File: config.mk
export PLATFORM = sky130hd
export DESIGN_NAME = bfd_top
export DESIGN_NICKNAME = d
export VERILOG_FILES = /design/src/logic/bfd_top.v
export VERILOG_INCLUDE_DIRS = /design/src /design/src/shared
export SDC_FILE = /design/constraint.sdc
export NUM_CORES = 2
export LEC_CHECK = 0
export ABC_AREA = 1
export BUFFER_PORTS_ARGS = -buffer_cell sky130_fd_sc_hd__buf_2
export CELL_PAD_IN_SITES_DETAIL_PLACEMENT = 1
export CELL_PAD_IN_SITES_GLOBAL_PLACEMENT = 1
export CORE_AREA = 5 5 320 322
export CTS_CLUSTER_SIZE = 28
export DETAILED_ROUTE_END_ITERATION = 8
export DIE_AREA = 0 0 325 327
export HOLD_SLACK_MARGIN = 0.06
export PLACE_DENSITY_LB_ADDON = 0.08
export SYNTH_ARGS = -nofsm -noshare
export SYNTH_HDL_FRONTEND = slang
export SYNTH_SLANG_ARGS = --single-unit
File: constraint.sdc
create_clock -name pclk -period 4.5 [get_ports pclk]
set_input_delay 0 -clock pclk [delete_from_list [all_inputs] [get_ports pclk]]
set_output_delay 0 -clock pclk [all_outputs]
set_load 0.005 [all_outputs]
File: src/shared/bfd_defines.vh
// Register map, field positions, reset values and timing for breaker failure
`ifndef BFD_DEFINES_VH
`define BFD_DEFINES_VH
// Register indexes inside one unit window (byte address = 4 * index)
`define BFD_IDX_CTRL      4'h0
`define BFD_IDX_PH_SUPV   4'h1
`define BFD_IDX_N_SUPV    4'h2
`define BFD_IDX_PH_HI     4'h3
`define BFD_IDX_N_HI      4'h4
`define BFD_IDX_PH_LO     4'h5
`define BFD_IDX_N_LO      4'h6
`define BFD_IDX_T1        4'h7
`define BFD_IDX_T2        4'h8
`define BFD_IDX_T3        4'h9
`define BFD_IDX_LO_DLY    4'ha
`define BFD_IDX_HOLD      4'hb
`define BFD_IDX_STATUS    4'hc
`define BFD_NUM_CFG       12
// Unit windows and shared interrupt registers (byte addresses)
`define BFD_UNIT0_BASE    8'h00
`define BFD_UNIT1_BASE    8'h40
`define BFD_IRQ_STAT      8'h80
`define BFD_IRQ_CLR       8'h84
`define BFD_IRQ_EN        8'h88
// Control register fields
`define BFD_CTRL_FUNC     0
`define BFD_CTRL_1POLE    1
`define BFD_CTRL_AMP      2
`define BFD_CTRL_SEAL     3
`define BFD_CTRL_EARLY    4
`define BFD_CTRL_MAIN     5
`define BFD_CTRL_SLOW     6
`define BFD_CTRL_MASK     16'h007f
// Reset values
`define BFD_CTRL_RST      16'h007c
`define BFD_THR_RST       16'h041a
`define BFD_DLY_RST       16'h0000
`define BFD_IRQ_EN_RST    4'h0
// Timing: delays count a 1 ms tick taken from a 10 ns clock
`define BFD_TICK_NS       1000000
`define BFD_CLK_NS        10
`endif

File: src/logic/bfd_top.v
// Dual breaker failure detection units with APB register slave
//
// Overview of operation
// [RULE1] Two identical independent breaker failure units
// [RULE2] Mode selects three-pole or single-pole variant
// [RULE3] Scheme starts on the initiate input
// [RULE4] Seal-in holds initiate while current supervised
// [RULE5] Optional current supervision gates the initiate
// [RULE6] Accepted initiate re-trips breaker at once
// [RULE7] Three delayed paths declare failure, zone trip
// [RULE8] Each path has its own enable
// [RULE9] Early path needs closed aux contact, current
// [RULE10] Main path needs only fault current
// [RULE11] High-set after timeout, then low-set after delay
// [RULE12] Detectors examined only after path delay
// [RULE13] Delays 0 to 65.535 s, paths default on
// [RULE14] Thresholds 0.001 to 30 pu, default 1.050
// [RULE15] Inhibit input halts scheme and seal-in
// [RULE16] Slow path: aux contact, in service, no current
// [RULE17] Zone trip held for programmable dropout period
// [RULE18] Timers count 1 ms tick, clear when idle
//
// Implementation choices: the address map and register access over APB.
`timescale 1ns/10ps
`include "bfd_defines.vh"

module bfd_top #(
   parameter MS_CYCLES = `BFD_TICK_NS / `BFD_CLK_NS,
   parameter UNITS     = 2
) (
   input  wire        pclk,
   input  wire        presetn,
   input  wire        psel,
   input  wire        penable,
   input  wire        pwrite,
   input  wire [7:0]  paddr,
   input  wire [31:0] pwdata,
   output reg  [31:0] prdata,
   output reg         pready,
   output reg         pslverr,
   input  wire [31:0] phase_amp,
   input  wire [31:0] neutral_amp,
   input  wire [1:0]  three_pole_initiate_in,
   input  wire [1:0]  scheme_inhibit_in,
   input  wire [1:0]  fast_aux_contact_in,
   input  wire [1:0]  normal_aux_contact_in,
   input  wire [1:0]  out_of_service_in,
   output wire [1:0]  retrip_out,
   output wire [1:0]  zone_trip_out,
   output reg         irq
);

   // Trip hold states
   localparam S_IDLE = 3'b001;
   localparam S_TRIP = 3'b010;
   localparam S_HOLD = 3'b100;

   // Register file and shared interrupt state
   reg  [15:0] cfg_q [0:31];
   reg  [16:0] tick_cnt_q;
   reg         tick_q;
   reg  [3:0]  irq_stat_q;
   reg  [3:0]  irq_en_q;
   reg  [31:0] rd_d;
   reg         err_d;
   reg  [3:0]  irq_stat_d;
   wire [23:0] unit_stat;
   wire [3:0]  unit_ev;
   // Bus decode: access cycle awaiting its answer, and completing cycle
   wire        acc      = psel & penable & ~pready;
   wire        done     = psel & penable & pready;
   wire        is_unit  = ~paddr[7];
   wire [3:0]  idx      = paddr[5:2];
   wire [4:0]  cfg_idx  = {paddr[6], paddr[5:2]};
   integer     k;

   ////////////////////////////////////////////////////////////////////////
   // Saturating count used by every millisecond timer
   function [15:0] bump;
      input [15:0] c;
      input        t;
      begin
         bump = (t && c != 16'hffff) ? c + 16'h0001 : c;
      end
   endfunction

   // Reset value of a configuration word by its index
   function [15:0] cfg_rst;
      input [3:0] i;
      begin
         if (i == `BFD_IDX_CTRL)
            cfg_rst = `BFD_CTRL_RST; // RULE13
         else if (i <= `BFD_IDX_N_LO)
            cfg_rst = `BFD_THR_RST; // RULE14
         else
            cfg_rst = `BFD_DLY_RST;
      end
   endfunction

   ////////////////////////////////////////////////////////////////////////
   // Millisecond tick shared by all timers
   // Free-running, so a delay of N ms elapses after N-1 to N ms
   always @(posedge pclk or negedge presetn) begin
      if (!presetn) begin
         tick_cnt_q <= 17'h00000;
         tick_q     <= 1'b0;
      end else if (tick_cnt_q == MS_CYCLES[16:0] - 17'h00001) begin
         tick_cnt_q <= 17'h00000;
         tick_q     <= 1'b1; // RULE18
      end else begin
         tick_cnt_q <= tick_cnt_q + 17'h00001;
         tick_q     <= 1'b0;
      end
   end

   ////////////////////////////////////////////////////////////////////////
   // Per-unit detection logic
   // Each unit owns its settings window, its pins and its status bits
   genvar i;
   generate
      for (i = 0; i < UNITS; i = i + 1) begin : g_unit // RULE1
         // Named views of this unit's configuration words
         wire [15:0] ctrl  = cfg_q[i*16+`BFD_IDX_CTRL];
         wire [15:0] phase_supervision_threshold;
         wire [15:0] neutral_supervision_threshold;
         wire [15:0] phase_high_threshold;
         wire [15:0] neutral_high_threshold;
         wire [15:0] phase_low_threshold;
         wire [15:0] neutral_low_threshold;
         wire [15:0] early_path_delay;
         wire [15:0] main_path_delay;
         wire [15:0] slow_path_delay;
         wire [15:0] low_set_delay;
         wire [15:0] trip_hold_period;
         assign phase_supervision_threshold   = cfg_q[i*16+`BFD_IDX_PH_SUPV];
         assign neutral_supervision_threshold = cfg_q[i*16+`BFD_IDX_N_SUPV];
         assign phase_high_threshold          = cfg_q[i*16+`BFD_IDX_PH_HI];
         assign neutral_high_threshold        = cfg_q[i*16+`BFD_IDX_N_HI];
         assign phase_low_threshold           = cfg_q[i*16+`BFD_IDX_PH_LO];
         assign neutral_low_threshold         = cfg_q[i*16+`BFD_IDX_N_LO];
         assign early_path_delay              = cfg_q[i*16+`BFD_IDX_T1];
         assign main_path_delay               = cfg_q[i*16+`BFD_IDX_T2];
         assign slow_path_delay               = cfg_q[i*16+`BFD_IDX_T3];
         assign low_set_delay                 = cfg_q[i*16+`BFD_IDX_LO_DLY];
         assign trip_hold_period              = cfg_q[i*16+`BFD_IDX_HOLD];

         wire [15:0] ph    = phase_amp[i*16 +: 16];
         wire [15:0] nu    = neutral_amp[i*16 +: 16];
         // Initiate only counts while the unit is enabled and unblocked
         wire        run   = ctrl[`BFD_CTRL_FUNC] & ~scheme_inhibit_in[i];
         // Neutral supervision only means something for three-pole use
         wire        n_use = ~ctrl[`BFD_CTRL_1POLE]; // RULE2
         // Supervision: phase or neutral strictly above its level
         wire        supv  = (ph > phase_supervision_threshold)
                           | (n_use & (nu > neutral_supervision_threshold));
         wire        start = run & three_pole_initiate_in[i]; // RULE3
         // Path progress and decision nets
         wire        accept;
         wire        active;
         wire        t1_done;
         wire        t2_done;
         wire        t3_done;
         wire        lo_run;
         wire        lo_done;
         wire        detect;
         wire        f_early;
         wire        f_main;
         wire        f_slow;
         wire        fail;
         wire        hold_done;
         // Per-unit state
         reg         seal_q;
         reg         retrip_q;
         reg         trip_q;
         reg  [2:0]  state_q;
         reg  [15:0] t1_q;
         reg  [15:0] t2_q;
         reg  [15:0] t3_q;
         reg  [15:0] lo_q;
         reg  [15:0] hold_q;

         // Supervised initiate is refused while current is low
         assign accept = start & (~ctrl[`BFD_CTRL_AMP] | supv); // RULE5
         // Inhibit drops the sealed initiate as well
         assign active = run & (accept | seal_q); // RULE15

         // Seal-in survives a fast reset of the protection trip
         // It only sets while current is above the supervision level
         always @(posedge pclk or negedge presetn) begin
            if (!presetn)
               seal_q <= 1'b0;
            else if (!run)
               seal_q <= 1'b0; // RULE15
            else if (accept & ctrl[`BFD_CTRL_SEAL] & supv)
               seal_q <= 1'b1; // RULE4
            else if (!supv)
               seal_q <= 1'b0; // RULE4
         end

         // Re-trip follows the scheme, no timer involved
         always @(posedge pclk or negedge presetn) begin
            if (!presetn)
               retrip_q <= 1'b0;
            else
               retrip_q <= active; // RULE6
         end

         // Path timers run only while the scheme is active
         // Counts saturate so a long failure never wraps to a short one
         always @(posedge pclk or negedge presetn) begin
            if (!presetn) begin
               t1_q <= 16'h0000;
               t2_q <= 16'h0000;
               t3_q <= 16'h0000;
               lo_q <= 16'h0000;
            end else begin
               t1_q <= active ? bump(t1_q, tick_q) : 16'h0000; // RULE18
               t2_q <= active ? bump(t2_q, tick_q) : 16'h0000; // RULE18
               t3_q <= active ? bump(t3_q, tick_q) : 16'h0000; // RULE18
               lo_q <= lo_run ? bump(lo_q, tick_q) : 16'h0000; // RULE11
            end
         end

         // A path is due once its count reaches its setting
         assign t1_done = active & (t1_q >= early_path_delay); // RULE13
         assign t2_done = active & (t2_q >= main_path_delay); // RULE13
         assign t3_done = active & (t3_q >= slow_path_delay); // RULE13
         // Low-set delay starts with the first early or main timeout
         assign lo_run  = (t1_done & ctrl[`BFD_CTRL_EARLY])
                        | (t2_done & ctrl[`BFD_CTRL_MAIN]); // RULE11
         assign lo_done = lo_run & (lo_q >= low_set_delay); // RULE11
         // Detectors are looked at only behind the path delay
         assign detect  = lo_run & (lo_done ?
                          ((ph > phase_low_threshold) |
                           (n_use & (nu > neutral_low_threshold))) :
                          ((ph > phase_high_threshold) |
                           (n_use & (nu > neutral_high_threshold)))); // RULE12
         // Early path also needs the breaker still showing closed
         assign f_early = ctrl[`BFD_CTRL_EARLY] & t1_done
                        & fast_aux_contact_in[i] & detect; // RULE9
         // Main path ignores the contacts: a pole may open yet still arc
         assign f_main  = ctrl[`BFD_CTRL_MAIN] & t2_done & detect; // RULE10
         // Slow path catches low faults, so no current check here
         assign f_slow  = ctrl[`BFD_CTRL_SLOW] & t3_done
                        & normal_aux_contact_in[i]
                        & ~out_of_service_in[i]; // RULE16
         // Any enabled path declares the failure
         assign fail    = f_early | f_main | f_slow; // RULE7 RULE8

         // Hold reached; a zero setting releases right after the failure
         assign hold_done = hold_q >= trip_hold_period; // RULE17

         // Zone trip with dropout hold after the failure clears
         // A new failure during the hold restarts the full hold period
         always @(posedge pclk or negedge presetn) begin
            if (!presetn) begin
               state_q <= S_IDLE;
               trip_q  <= 1'b0;
               hold_q  <= 16'h0000;
            end else begin
               case (state_q)
                  S_IDLE: begin
                     hold_q <= 16'h0000;
                     if (fail) begin
                        state_q <= S_TRIP; // RULE7
                        trip_q  <= 1'b1;
                     end
                  end
                  S_TRIP: begin
                     hold_q <= 16'h0000;
                     if (!fail)
                        state_q <= S_HOLD;
                  end
                  S_HOLD: begin
                     if (fail) begin
                        state_q <= S_TRIP;
                        hold_q  <= 16'h0000;
                     end else if (hold_done) begin
                        state_q <= S_IDLE; // RULE17
                        trip_q  <= 1'b0;
                        hold_q  <= 16'h0000;
                     end else begin
                        hold_q <= bump(hold_q, tick_q); // RULE18
                     end
                  end
                  default: begin
                     state_q <= S_IDLE;
                     trip_q  <= 1'b0;
                     hold_q  <= 16'h0000;
                  end
               endcase
            end
         end

         // Outputs come straight from the unit's flip-flops
         assign retrip_out[i]    = retrip_q;
         assign zone_trip_out[i] = trip_q;
         // Events: re-trip start in bits 0 and 1, first failure in 2 and 3
         assign unit_ev[i]       = active & ~retrip_q;
         assign unit_ev[2+i]     = fail & (state_q == S_IDLE);
         // Live status word, read through the unit's status index
         assign unit_stat[i*12 +: 12] = {f_slow, f_main, f_early, detect,
                                         lo_done, t3_done, t2_done,
                                         t1_done, seal_q, active, trip_q,
                                         retrip_q};
      end
   endgenerate

   ////////////////////////////////////////////////////////////////////////
   // Read decode and unmapped address check
   // Only the low 16, 12 or 4 bits carry data; upper bits read as zero
   always @* begin
      rd_d  = 32'h00000000;
      err_d = 1'b0;
      if (is_unit) begin
         if (idx < `BFD_NUM_CFG)
            rd_d = {16'h0000, cfg_q[cfg_idx]};
         else if (idx == `BFD_IDX_STATUS)
            rd_d = {20'h00000, unit_stat[paddr[6]*12 +: 12]};
         else
            err_d = 1'b1;
      end else if (paddr == `BFD_IRQ_STAT)
         rd_d = {28'h0000000, irq_stat_q};
      else if (paddr == `BFD_IRQ_EN)
         rd_d = {28'h0000000, irq_en_q};
      else if (paddr != `BFD_IRQ_CLR)
         err_d = 1'b1;
   end

   ////////////////////////////////////////////////////////////////////////
   // Sticky events: a new event wins over a clear in the same cycle
   always @* begin
      irq_stat_d = irq_stat_q | unit_ev;
      if (done & pwrite & ~pslverr & (paddr == `BFD_IRQ_CLR))
         irq_stat_d = (irq_stat_q & ~pwdata[3:0]) | unit_ev;
   end

   ////////////////////////////////////////////////////////////////////////
   // APB slave: one wait state, answer registered
   // Registered answer, so pready never stands a second cycle
   always @(posedge pclk or negedge presetn) begin
      if (!presetn) begin
         pready  <= 1'b0;
         pslverr <= 1'b0;
         prdata  <= 32'h00000000;
      end else begin
         pready  <= acc;
         pslverr <= acc & err_d;
         // Write data is never echoed; a write answers with zero
         if (acc)
            prdata <= pwrite ? 32'h00000000 : rd_d;
      end
   end

   ////////////////////////////////////////////////////////////////////////
   // Configuration writes land on the completing edge
   // Unused control bits are masked so reads show what is in use
   always @(posedge pclk or negedge presetn) begin
      if (!presetn) begin
         for (k = 0; k < 32; k = k + 1)
            cfg_q[k] <= cfg_rst(k[3:0]);
      end else if (done & pwrite & ~pslverr & is_unit &
                   (idx < `BFD_NUM_CFG)) begin
         if (idx == `BFD_IDX_CTRL)
            cfg_q[cfg_idx] <= pwdata[15:0] & `BFD_CTRL_MASK;
         else
            cfg_q[cfg_idx] <= pwdata[15:0];
      end
   end

   ////////////////////////////////////////////////////////////////////////
   // Interrupt status, enable and level output
   // The level follows the next status value to save a cycle
   always @(posedge pclk or negedge presetn) begin
      if (!presetn) begin
         irq_stat_q <= 4'h0;
         irq_en_q   <= `BFD_IRQ_EN_RST;
         irq        <= 1'b0;
      end else begin
         irq_stat_q <= irq_stat_d;
         if (done & pwrite & ~pslverr & (paddr == `BFD_IRQ_EN))
            irq_en_q <= pwdata[3:0];
         irq <= |(irq_stat_d & irq_en_q);
      end
   end

endmodule // bfd_top

==> results.yml <==
power_and_ir_drop:
  p_per_area_nw_per_um2: 331
  p_leak_nw: 19.8
  ir_drop_mv: 0.309
detailed_routing:
  drc_errors: 0
  finalWirelength_um: 148000
  post_drt_wl_per_cell_um: 23.6
  drtPass1Iterations: 6
  num_vias: 34409
  via_per_inst: 5.49
  first_iter_violations: 2497
  ant_nets: 0
yosys:
  synth_mux_area_share_pct: 0
  ys_seq_area_share_pct: 42.9
  ys_top_cells_by_area: "dfrtp_1 (39%), ha_1 (12%), nand2_1 (9.6%), o21ai_0 (7.0%), inv_1 (6.1%)"
  yosysMostFrequentCell: "nand2_1"
  syn_avg_cell_area_um2: 8.12
  synth_top_family_by_area: "simple AND/OR/NAND/NOR gates"
  synthArstFlopShare_pct: 100
  synth_compound_area_share_pct: 16.2
  ys.flop_type: "dfrtp_1"
  synthCells: 4828
  yosys_warnings: 0
  synthAdderAreaFrac_pct: 11.6
  ys_types: 69
  syn-cell-area_um2: 39200
  ys_top_cells_by_count: "nand2_1 (1,005), inv_1 (635), dfrtp_1 (609)"
  synth_edf_count: 0
  synth_top_area_share_pct: 38.9
  ys_ff_latch: 669
  synthSimpleGateAreaFrac_pct: 18.8
  synth_top_cell_by_area: "dfrtp_1"
  synth_xor_area_share_pct: 1.36
timing:
  hold_viol: 0
  worst_hold_slack_ns: 0.107
  worstMarginPinSlew_ns: 1.24
  post-route-period-util_pct: 83.4
  setup_violations: 0
  maxSlewHeadroom_pct: 16.4
  rsz0062_at_grt: "false"
  slew_violations: 0
  fin_setup_tns_ns: 0
  fmax_mhz: 266
  final.setup_skew_ns: 0.0286
  min_period_ns: 3.75
clocking:
  clkSinkCount: 669
  clkSlewWorstSetupHoldPaths_ns: 0.06
  cts_tree: "built"
  cts_root_buf: "clkbuf_16"
  cts_setup_buffers: 0
  htreeDepth: 3
  numCtsBuffers: 83
  clock_path_buffers: 3
  clk_latency_ns: 0.66
critical_path:
  slowest_delay_ns: 0.61
  cp.required_ns: 5.03
  path_delay_family: "simple AND/OR/NAND/NOR gates"
  path_cells: "inv_1 > ha_1 > nand2_1 > inv_1 > nand3_1 > nor3_1 > a21oi_1 > nand2_2 > nand3_2 > nand2_2 > nand2_4 > nand3_1 > nor2_2 > nor2_8 > nand2_2 > dlygate4sd3_1 > nand2_2 > nand2_2 > nand2_1 > nand3_1"
  crit_buf_inv: 3
  end_kind: "flip-flop"
  critPathSlowestCell: "dlygate4sd3_1"
  path_common_cell: "nand2_2"
  arrival_ns: 4.29
  cp-start-kind: "flip-flop"
  path_max_fanout: 24
  worstSetupPathType: "reg -> reg"
run:
  drv_cap: 0
min_path:
  hp-class: "in -> async"
grt:
  antenna_found_initial: 7
  grt_pass1_wl_um: 223000
  grt_util_all_layers_pct: 27.5
  overflow: 0
  grt_max_degree: 122
  first_global_vias: 34777
die:
  fp.dieArea_um2: 106000
  initial_core_util_pct: 39.5
  num_rows: 116
  num_io_pins: 158
  core_um2: 99300
  die-width_um: 325
  die_y_um: 327
outcome:
  status: "finished clean"
place:
  io_buffers: 125
  hpwl_um: 109000
  gp_congestion: 0.881
layout:
  finish.net_count: 5387
  areaGrowthSynthToFinish_pct: 13.3
  drive_gt1_share_pct: 10.4
==> timing repair <==
item	in CTS	in global routing
hold buffers	32	0
gates resized for setup	0	0
hold endpoints to repair	505	0
==> area by class of cell <==
type | count | area (um^2)
clock buffers | 117 | 2400
multi-input cells | 3259 | 18900
clock inverters | 34 | 492
repair buffers | 240 | 1710
diodes | 4 | 10.0
flip-flops and latches | 669 | 16800
well taps | 1298 | 1620
fillers | 11982 | 54900
inverters | 652 | 2450
==> metrics by stage <==
| step | area [um^2] | worst slack [ns] | std cells | utilization, % | power [mW] |
|---|---|---|---|---|---|
| floorplan | 39300 | 2.12 | 4843 | - | 6.89 |
| global placement | 41200 | 1.21 | 6086 | 41.5 | 7.55 |
| detailed placement | 41200 | 1.18 | 6086 | 41.5 | 7.58 |
| CTS | 44400 | 0.745 | 6269 | 44.7 | 14.8 |
| global route | 44400 | 0.511 | 6269 | 44.7 | 15.2 |
| finish | 44400 | 0.746 | 6273 | 44.7 | 14.7 |
==> cells by family (layout without fill, tap and decap cells) <==
group | after synthesis | count (layout)
simple gates | 1683 | 1683
compound gates | 1136 | 1136
buf+inv | 915 | 1043
flops | 669 | 669
fa+ha+maj | 363 | 363
xor+xnor | 61 | 61
other cells | 1 | 20
==> worst reg2reg max path, cell delays in order (launching register included) <==
cell	delay, ns
dfstp_2	0.53
inv_1	0.08
ha_1	0.31
nand2_1	0.06
inv_1	0.06
nand3_1	0.06
nor3_1	0.35
a21oi_1	0.16
nand2_2	0.16
nand3_2	0.10
nand2_2	0.10
nand2_4	0.24
nand3_1	0.23
nor2_2	0.10
nor2_8	0.13
nand2_2	0.09
dlygate4sd3_1	0.61
nand2_2	0.08
nand2_2	0.06
nand2_1	0.07
nand3_1	0.07
==> power by group <==
part,switching [mW],internal (mW)
combinational,0.976,0.369
clock,2.83,4.35
sequential,0.0640,6.09
total,3.87,10.8
==> placed cells by master (no fill, tap or decap), drive strengths merged, types with 14 or more instances in the layout <==
cell and n:
nand2 1035, o22ai 145, clkinv 17, inv 653, nor3 100, dfstp 60
a22oi 55, ha 363, clkbuf 117, o21a 17, xor2 49, dfrtp 609
buf 209, nand3 143, dlygate4sd3 31, o21ai 560, o221ai 14, nand4 69
conb 16, nor2 286, nor3b 15, a31oi 14, nor4 18, a21oi 260
==> routing by layer <==
metal,share of wire (%),vias up,global-route usage [%]
li1,-,16195,-
met1,46,17145,38.7
met2,45,857,44.5
met3,6.1,208,4.49
met4,3.1,4,7.15
met5,0.018,-,0
==> worst paths after layout <==
path,from,end,slack [ns],cells after the start
max,flip-flop,irq,0.75,20
min,presetn,async pin,0.11,2
max reg2reg,flip-flop,irq,0.75,20
min reg2reg,cfg_q[28],cfg_q[28],0.38,0
max in group asynchronous,presetn,g_unit[0].lo_q[5],3.62,3
min in group pclk,three_pole_initiate_in[0],g_unit[0].retrip_q,0.13,4
Power figures use the tool's default switching activity.
